--- src/rtl/path_pkg.sv ---
// What this block does
// - reinit trigger raises path stop condition
// - one write may reinit several paths
// - unselected paths keep state and traffic
// - output off or forced mute stops path
// - turning-off is transient, applies mute actions
// - turning-off entry updates lane state field
// - each lane muted per own controls
// - leave turning-off when SETTLE_CYCLES settle count expires
// - tx loss of signal mutes lane
// - reinit walks full teardown and bringup loop
// - raised flag interrupts unless masked
// - no flag set where not applicable
// - restrictions only on implemented flags
// - running goes turning-off on stop condition
// - ready-idle: teardown first, else turning-on
// - ready-idle entry updates state, sets changed flag
package path_pkg;
   // -----------------------------
   // path states, 4-bit field codes
   // -----------------------------
   typedef enum logic [3:0] {
      ST_INACTIVE = 4'h1,
      ST_BRINGUP = 4'h2,
      ST_TEARDOWN = 4'h3,
      ST_READY_IDLE = 4'h4,
      ST_RUNNING = 4'h5,
      ST_TURNING_OFF = 4'h6,
      ST_TURNING_ON = 4'h7
   } path_state_t;
   localparam logic [3:0] RESET_STATE = 4'h1;
   localparam int SETTLE_TIME_NS = 1000;
   localparam int CLK_PERIOD_NS = 50;
   localparam int SETTLE_CYCLES = (SETTLE_TIME_NS + CLK_PERIOD_NS - 1) / CLK_PERIOD_NS;
   localparam int TASK_CYCLES = 8;
endpackage : path_pkg

--- src/rtl/path_if.sv ---
`timescale 1ns/1ps
`default_nettype none
interface path_if #(parameter int LANES = 2);
   logic trigger;
   logic stop_cond;
   logic [LANES-1:0] off;
   logic [LANES-1:0] mute;
   logic [LANES-1:0] los;
   logic [LANES-1:0] tx_quiet;
   logic [3:0] state;
   logic changed;
   modport fsm (input trigger, stop_cond, off, mute, los, output tx_quiet, state, changed);
   modport top (output trigger, stop_cond, off, mute, los, input tx_quiet, state, changed);
endinterface : path_if
`default_nettype wire

--- src/rtl/path_fsm.sv ---
`timescale 1ns/1ps
`default_nettype none
module path_fsm
   import path_pkg::*;
#(
   parameter int LANES = 2
) (
   // clock and reset
   input wire logic sys_clk_in,
   input wire logic resetn_in,
   // path signals
   path_if.fsm p
);
   path_state_t state_reg, state_next;
   logic [7:0] cnt_reg;
   logic pend_reg;
   logic [LANES-1:0] quiet_reg;
   logic changed_reg;
   wire cnt_done = (cnt_reg == 8'h00);
   // pending reinit trigger also stops the path
   wire stop_now = p.stop_cond || pend_reg;
   wire [LANES-1:0] lane_mute = p.off | p.mute;
   wire enter = (state_next != state_reg);
   wire flag_ok = (state_next == ST_READY_IDLE) || (state_next == ST_RUNNING) || (state_next == ST_INACTIVE);
   always_comb begin
      state_next = state_reg;
      case (state_reg)
         ST_RUNNING: if (stop_now) state_next = ST_TURNING_OFF;
         ST_TURNING_OFF: if (cnt_done) state_next = ST_READY_IDLE;
         ST_READY_IDLE: begin
            if (pend_reg) state_next = ST_TEARDOWN;
            else if (!stop_now) state_next = ST_TURNING_ON;
         end
         ST_TEARDOWN: if (cnt_done) state_next = ST_INACTIVE;
         ST_INACTIVE: if (pend_reg) state_next = ST_BRINGUP;
         ST_BRINGUP: if (cnt_done) state_next = ST_READY_IDLE;
         ST_TURNING_ON: begin
            if (stop_now) state_next = ST_TURNING_OFF;
            else if (cnt_done) state_next = ST_RUNNING;
         end
         default: state_next = ST_INACTIVE;
      endcase
   end
   always_ff @(posedge sys_clk_in) begin
      if (!resetn_in) begin
         state_reg <= path_state_t'(RESET_STATE);
         cnt_reg <= 8'h00;
         pend_reg <= 1'b0;
         changed_reg <= 1'b0;
         quiet_reg <= '1;
      end else begin
         state_reg <= state_next;
         changed_reg <= enter && flag_ok;
         if (enter && state_next == ST_TURNING_OFF) cnt_reg <= 8'(SETTLE_CYCLES);
         else if (enter) cnt_reg <= 8'(TASK_CYCLES);
         else if (!cnt_done) cnt_reg <= cnt_reg - 8'h01;
         if (p.trigger) pend_reg <= 1'b1;
         else if (state_reg == ST_BRINGUP) pend_reg <= 1'b0;
         case (state_reg)
            ST_RUNNING: quiet_reg <= p.los;
            ST_TURNING_OFF, ST_READY_IDLE: quiet_reg <= lane_mute | p.los;
            ST_TURNING_ON: quiet_reg <= p.los;
            default: quiet_reg <= '1;
         endcase
      end
   end
   assign p.state = state_reg;
   assign p.tx_quiet = quiet_reg;
   assign p.changed = changed_reg;
   a_stop_exit: assert property (@(posedge sys_clk_in) disable iff (!resetn_in)
      state_reg == ST_RUNNING && p.stop_cond |=> state_reg == ST_TURNING_OFF) else $error("running ignored stop");
   a_reinit_stop: assert property (@(posedge sys_clk_in) disable iff (!resetn_in)
      state_reg == ST_RUNNING && pend_reg |=> state_reg == ST_TURNING_OFF) else $error("reinit did not stop path");
   a_settle_hold: assert property (@(posedge sys_clk_in) disable iff (!resetn_in)
      state_reg == ST_TURNING_OFF && !cnt_done |=> state_reg == ST_TURNING_OFF) else $error("turning off left early");
   a_flag_allowed: assert property (@(posedge sys_clk_in) disable iff (!resetn_in)
      changed_reg |-> (state_reg == ST_READY_IDLE || state_reg == ST_RUNNING || state_reg == ST_INACTIVE))
      else $error("changed flag in wrong state");
   a_los_mute: assert property (@(posedge sys_clk_in) disable iff (!resetn_in)
      (p.los != '0) |=> ((p.tx_quiet & $past(p.los)) == $past(p.los))) else $error("los lane not muted");
   a_ready_teardown: assert property (@(posedge sys_clk_in) disable iff (!resetn_in)
      state_reg == ST_READY_IDLE && pend_reg |=> state_reg == ST_TEARDOWN) else $error("ready skipped teardown");
endmodule : path_fsm
`default_nettype wire

--- src/rtl/path_turnoff_top.sv ---
`timescale 1ns/1ps
`default_nettype none
module path_turnoff_top
   import path_pkg::*;
#(
   parameter int PATHS = 2,
   parameter int LANES = 2
) (
   // clock and reset
   input wire logic sys_clk_in,
   input wire logic resetn_in,
   // host write strobe and controls
   input wire logic write_done_in,
   input wire logic [PATHS*LANES-1:0] lane_reinit_trigger_in,
   input wire logic [PATHS*LANES-1:0] tx_lane_output_off_in,
   input wire logic [PATHS*LANES-1:0] tx_lane_forced_mute_in,
   input wire logic [PATHS*LANES-1:0] flag_mask_in,
   // lane status
   input wire logic [PATHS*LANES-1:0] tx_los_in,
   // outputs
   output logic [PATHS*LANES-1:0] tx_quiet_out,
   output logic [PATHS*LANES*4-1:0] lane_state_out,
   output logic [PATHS*LANES-1:0] state_changed_flag_out,
   output logic irq_out
);
   logic [PATHS*LANES-1:0] off_reg, mute_reg, flag_reg;
   always_ff @(posedge sys_clk_in) begin
      if (!resetn_in) begin
         off_reg <= '0;
         mute_reg <= '0;
      end else if (write_done_in) begin
         off_reg <= tx_lane_output_off_in;
         mute_reg <= tx_lane_forced_mute_in;
      end
   end
   genvar g, l;
   generate
      for (g = 0; g < PATHS; g++) begin : gp
         path_if #(.LANES(LANES)) pi ();
         wire [LANES-1:0] trig = lane_reinit_trigger_in[g*LANES +: LANES];
         assign pi.trigger = write_done_in && (|trig);
         assign pi.off = off_reg[g*LANES +: LANES];
         assign pi.mute = mute_reg[g*LANES +: LANES];
         assign pi.los = tx_los_in[g*LANES +: LANES];
         // stop on any off or mute
         assign pi.stop_cond = (|pi.off) || (|pi.mute);
         path_fsm #(.LANES(LANES)) u_fsm (
            .sys_clk_in(sys_clk_in),
            .resetn_in(resetn_in),
            .p(pi)
         );
         assign tx_quiet_out[g*LANES +: LANES] = pi.tx_quiet;
         for (l = 0; l < LANES; l++) begin : gl
            assign lane_state_out[(g*LANES+l)*4 +: 4] = pi.state;
            always_ff @(posedge sys_clk_in) begin
               if (!resetn_in) flag_reg[g*LANES+l] <= 1'b0;
               else if (pi.changed) flag_reg[g*LANES+l] <= 1'b1;
               else if (write_done_in && lane_reinit_trigger_in[g*LANES+l]) flag_reg[g*LANES+l] <= 1'b0;
            end
         end
      end
   endgenerate
   assign state_changed_flag_out = flag_reg;
   assign irq_out = |(flag_reg & ~flag_mask_in);
   a_irq_mask: assert property (@(posedge sys_clk_in) disable iff (!resetn_in)
      |(flag_reg & ~flag_mask_in) |-> irq_out) else $error("irq missing");
endmodule : path_turnoff_top
`default_nettype wire

--- config.mk ---
export PLATFORM = sky130hd
export DESIGN_NAME = path_turnoff_top
export DESIGN_NICKNAME = d
export VERILOG_FILES = /design/src/rtl/path_pkg.sv /design/src/rtl/path_if.sv /design/src/rtl/path_fsm.sv /design/src/rtl/path_turnoff_top.sv
export SDC_FILE = /design/constraint.sdc
export NUM_CORES = 1
export LEC_CHECK = 0
export ABC_AREA = 0
export ABC_CLOCK_PERIOD_IN_PS = 4500
export BUFFER_PORTS_ARGS = -buffer_cell sky130_fd_sc_hd__buf_2
export CORE_MARGIN = 2
export CORE_UTILIZATION = 58
export CTS_CLUSTER_DIAMETER = 150
export DETAILED_ROUTE_END_ITERATION = 10
export PLACE_DENSITY = 0.93
export SYNTH_ARGS = -nofsm -noshare
export SYNTH_HDL_FRONTEND = slang
export SYNTH_SLANG_ARGS = --single-unit
--- constraint.sdc ---
create_clock -name sys_clk_in -period 4.5 [get_ports sys_clk_in]
set_clock_uncertainty 0.05 [all_clocks]
set_input_delay 0.675 -clock sys_clk_in [delete_from_list [all_inputs] [get_ports sys_clk_in]]
set_output_delay 0.675 -clock sys_clk_in [all_outputs]
set_load 0.01 [all_outputs]
---- Yosys cells after proc, flatten, opt, wreduce, memory -nomap -nowiden ----
Cells that the tools add are included.
storage, ports and cells
  register bits ........................... 44
  word-level logic and storage cells ...... 138
operators by class
  add/subtract/negate cells ............... 2
  equal/unequal tests ..................... 28
  muxes and demuxes ....................... 38
  bitwise logic cells ..................... 7
  reduce and logical (&&, ||, !) cells .... 43
operators with widths
  operator                                          count
  2-to-1 mux 4 bit                                  16
  == test 4 x 3 -> 1 bit, second input constant     14
  case mux 4 bit (6 select lines)                   2
  2-to-1 mux 5 bit                                  6
  OR reduction 2 bit                                14
  == test 4 x 1 -> 1 bit, second input constant     4
  == test 4 x 2 -> 1 bit, second input constant     4
  zero test 8 bit                                   2
  subtractor 8 x 1 -> 8 bit, second input constant  2
  2-to-1 mux 1 bit                                  12
  nonzero test 2 bit                                6
  logical AND 1 bit                                 10
  logical OR 1 bit                                  8
  != test 4 bit                                     2
  OR 2 bit                                          4
  case mux 2 bit (2 select lines)                   2
  != test 3 bit, second input constant              2
  OR reduction 3 bit                                2
  AND 4 bit                                         1
  != test 2 bit, second input constant              2
  inverter 4 bit                                    1
  OR reduction 4 bit                                1
  inverter 1 bit                                    1

---- Depth between registers and ports, before layout ----
  depth in word-level cells ............... 10
  mapped depth ............................ 8

---- By module ----
From an unflattened synthesis, not the netlist that was laid out.
second synthesis, totals
  cells, all modules ...................... 255
  area total of the unflattened synthesis .. 2356.0 um^2
by module, submodules not included
  module            times used  cells an instance  area each (um^2)  seq. area each (um^2)
  path_fsm          2           99                 897.1             320.3
  path_turnoff_top  1           57                 561.8             240.2

---- Worst setup path after synthesis ----
Ideal clock, no wire load.
  path kind ............................... flip-flop to flip-flop
  start ................................... register gp[1].u_fsm.cnt_reg[0]
  end ..................................... register gp[1].u_fsm.cnt_reg[3]
  arrival ................................. 1.830 ns
  setup slack ............................. 2.498 ns
  stages on the path, launching flop included .. 9
  path buffers ............................ 1
  cells stage by stage .................... dfxtp_1 > inv_1 > ha_1 > or4b_1 > nand2b_4 > buf_6 > nor3b_1 > a21o_1 > o311a_1
between the ends
  cells in the longest elaborated chain, start to end .. 7
  elaborated cells on any way between the ends .. 14
  those cells by class .................... add/sub (1); eq/ne (3); mux (7); reduce/logical (3)
ends and longest elaborated chain
  element                                                         line                            source
  from (decl)                                                     path_fsm.sv:15                  logic [7:0] cnt_reg;
  from (signal assigned)                                          path_fsm.sv:54                  if (enter && state_next == ST_TURNING_OFF) cnt_reg <= 8'(SETTLE_CYCLES);
  from (signal assigned)                                          path_fsm.sv:55                  else if (enter) cnt_reg <= 8'(TASK_CYCLES);
  from (signal assigned)                                          path_fsm.sv:56                  else if (!cnt_done) cnt_reg <= cnt_reg - 8'h01;
  zero test 8 bit                                                 path_fsm.sv:19                  wire cnt_done = (cnt_reg == 8'h00);
  2-to-1 mux 4 bit                                                path_fsm.sv:39                  else if (cnt_done) state_next = ST_RUNNING;
  2-to-1 mux 4 bit                                                path_fsm.sv:38                  if (stop_now) state_next = ST_TURNING_OFF;
  case mux 4 bit (6 select lines)                                 path_fsm.sv:27                  case (state_reg)
  != test 4 bit / == test 4 x 3 -> 1 bit (equally long branches)  path_fsm.sv:23, path_fsm.sv:54
  logical AND 1 bit                                               path_fsm.sv:54
  OR reduction 2 bit (no source line)                             --
Several ways; a longest one is shown, not always the timed one. The select of a mux whose other input is x is not followed.
A chain may end at the register's enable or synchronous reset.

---- Worst setup path after layout ----
  start ................................... input port resetn_in
  end ..................................... register gp[0].u_fsm.cnt_reg[6]
between the ends
  cells in the longest elaborated chain, start to end .. 2
ends and longest elaborated chain
  element                              line                    source
  from (decl)                          path_turnoff_top.sv:11  input wire logic resetn_in,
  inverter 1 bit (no source line)      --
  OR reduction 3 bit (no source line)  --
  to (signal assigned)                 path_fsm.sv:54
  to (signal assigned)                 path_fsm.sv:55
  to (signal assigned)                 path_fsm.sv:56
  to (decl)                            path_fsm.sv:15
No other way between the ends.

==> impl_metrics.csv <==
group,metric,value,unit
clocking,clk_pin_slew,80,ps
logic_synthesis,synth_cell_types,50,
clocking,post-cts-setup-buffer-count,0,
sta,setup_viol,0,
clocking,cts_hold_buf,0,
drt,ant_nets,0,
logic_synthesis,synth_area,0.00219,mm²
critical_path,critPathCaptureType,"register",
critical_path,r2r_end,"gp[0].u_fsm.cnt_reg[2]",
final_layout,drive_above_1_share,0.203,
final_layout,fin_cells,348,
floorplan,io_pins,48,
drt,via_count,1972,
sta,fmax,476,MHz
critical_path,cp_cell_sequence,"buf_2 > clkinv_1 > nor2_1 > nand2b_1 > nor3_1",
grt,grt_max_degree,27,
logic_synthesis,postSynthAreaPerCell,8.21,µm²
sta,post-route-period-util,0.467,
floorplan,start_util,0.603,
clocking,htree_levels,2,
sta,hold_viol,0,
grt,antenna_found_initial,0,
critical_path,crit_path_start_kind,"primary input",
floorplan,dieWidth,65.5,µm
logic_synthesis,syn_inst,267,
sta,tns,0,ps
grt,track_usage,0.230,
grt,overflow,0,
sta,rsz0062_at_grt,"no",
critical_path,startpoint,"resetn_in",
critical_path,path_max_fanout,26,
clocking,clock_latency,300,ps
clocking,cts-root-buf,"clkbuf_8",
drt,wirelength,4.61,mm
floorplan,fp.coreArea,0.00363,mm²
final_layout,layout_common_cells,"buf_2 (47), dfxtp_1 (44), nor2_1 (40), nand2_1 (20)",
logic_synthesis,synthArstFlopShare,0,
floorplan,design.die.area,0.00429,mm²
drt,wl_per_cell,13.2,µm
final_layout,final_common_cell,"buf_2",
logic_synthesis,synth_seq_area_share,0.402,
critical_path,cp_slowest_cell,"clkinv_1",
final_layout,nets,326,
critical_path,reg2regPathDepth,5,
sta,max_slew_margin,0.535,
critical_path,regToRegSetupSlack,2420,ps
placement,dp_hpwl,3.35,mm
drt,drt-vias-per-instance,5.67,
final_layout,diodes,0,
logic_synthesis,synth_seq_cells,44,
critical_path,critPathKind,"in -> reg",
clocking,cts_inserted_buffers,5,
placement,io_buffers,47,
final_layout,fillers,306,
clocking,cts_tree,"done",
logic_synthesis,synth_edf_count,0,
critical_path,critPathRequiredTime,4670,ps
critical_path,max_stage_delay,580,ps
clocking,cts_sinks,44,
placement,place_inst,341,
final_layout,area_delta_synth_final,11.6,%
floorplan,fp.dieH,65.5,µm
final_layout,largest_register_ffs,16,
logic_synthesis,synth-warning-count,0,
critical_path,reg2reg_from,"mute_reg[0]",
sta,fin_crit,2100,ps
clocking,cts_resized,0,
power_and_ir_drop,powerDensity,371,mW/mm²
logic_synthesis,synth_ff_type,"dfxtp_1",
clocking,clk_path_buf_depth,2,
drt,first_iter_violations,114,
floorplan,rows,22,
drt,dr.pass1.iters,4,
critical_path,critPathCapture,"gp[0].u_fsm.cnt_reg[6]",
status,outcome,"finished clean",
drt,drc,0,
power_and_ir_drop,leakage,1.06,nW
power_and_ir_drop,irDropWorstVdd,170,µV
hold_path,worstHoldPathType,"reg -> reg",
run,max_cap_viol_count,0,
critical_path,cp.arrival,2270,ps
grt,grt_pass1_wl,7.70,mm
sta,tightest_slew,693,ps
placement,gp_congestion,0.819,
sta,drv_slew,0,
grt,grt_pass1_vias,1827,
[per-stage QoR]
stage          total power [mW]  utilization  worst slack, ps  instance area (µm²)  hold slack, ps
6_report                  0.908        0.673             2400                 2440             424
5_1_grt                   0.957        0.673             2160                 2440             475
4_1_cts                   0.911        0.673             2400                 2440             429
3_5_place_dp              0.681        0.652             2110                 2370             407
3_3_place_gp              0.668        0.652             2160                 2370             400
2_1_floorplan             0.635            -             2500                 2190             388
[power by group]
| group | internal (mW) | total (mW) | switching [mW] |
|---|---|---|---|
| Clock | 0.106 | 0.233 | 0.127 |
| Sequential | 0.417 | 0.448 | 0.0308 |
| Combinational | 0.101 | 0.227 | 0.126 |
[worst min-delay path by stage]
stage                                      from                   endpoint  slack (ps)  cells after the start
after global placement    gp[0].u_fsm.p.changed  state_changed_flag_out[1]         400                      2
after CTS                 gp[0].u_fsm.p.changed  state_changed_flag_out[1]         430                      2
after global routing      gp[0].u_fsm.p.changed  state_changed_flag_out[0]         470                      2
after floorplan           gp[0].u_fsm.p.changed  state_changed_flag_out[0]         390                      2
after detailed placement  gp[1].u_fsm.p.changed  state_changed_flag_out[2]         410                      2
final                     gp[0].u_fsm.p.changed  state_changed_flag_out[1]         420                      2
[critical path, delay by kind of cell]
family | cells | cell delay (ps)
simple gates | 3 | 850
buf+inv | 2 | 740
[layout make-up]
class | instances | area (µm²) | area share
Multi-Input combinational cell | 187 | 1130 | 0.464
Sequential cell | 44 | 881 | 0.360
Timing Repair Buffer | 47 | 235 | 0.0962
Clock buffer | 6 | 72.6 | 0.0297
Tap cell | 48 | 60.1 | 0.0246
Inverter | 15 | 56.3 | 0.0230
Clock inverter | 1 | 5.00 | 0.00205
[per-layer routing]
layer | vias to the layer above | routed length [µm] | GRT usage
li1 | 982 | - | -
met1 | 932 | 1950 | 0.274
met2 | 51 | 2320 | 0.402
met3 | 7 | 265 | 0.0582
met4 | 0 | 77 | 0.0807
met5 | - | 0 | 0
[cells by family after synthesis]
logic type	synth area share
adders and majority gates	0.0171
other	0.00171
xor gates and xnor gates	0.0360
DFF	0.402
AOI/OAI and AO/OA	0.184
buffers and inverters	0.0817
muxes	0.0554
and+or+nand+nor	0.222
[cells in the mapped netlist (all sizes together) (2+ instances only)]
cell,count,share of area
a211oi,2,0.0091
a21boi,3,0.010
a21o,2,0.0069
a21oi,16,0.037
a22oi,3,0.010
a31oi,2,0.0057
buf,14,0.042
clkbuf,8,0.014
dfxtp,44,0.40
ha,3,0.017
inv,14,0.024
mux2i,11,0.050
nand2,20,0.034
nand2b,3,0.012
nand3,4,0.0091
nor2,40,0.069
nor2b,4,0.011
nor3,11,0.025
nor3b,4,0.014
nor4,2,0.0057
o2111ai,2,0.0080
o211ai,3,0.010
o21ai,17,0.041
o221ai,2,0.0080
o311a,2,0.0091
o41ai,2,0.0080
or3,3,0.0091
or4,4,0.014
xnor2,5,0.020
xor2,4,0.016
(Power assumes the default switching activity.)
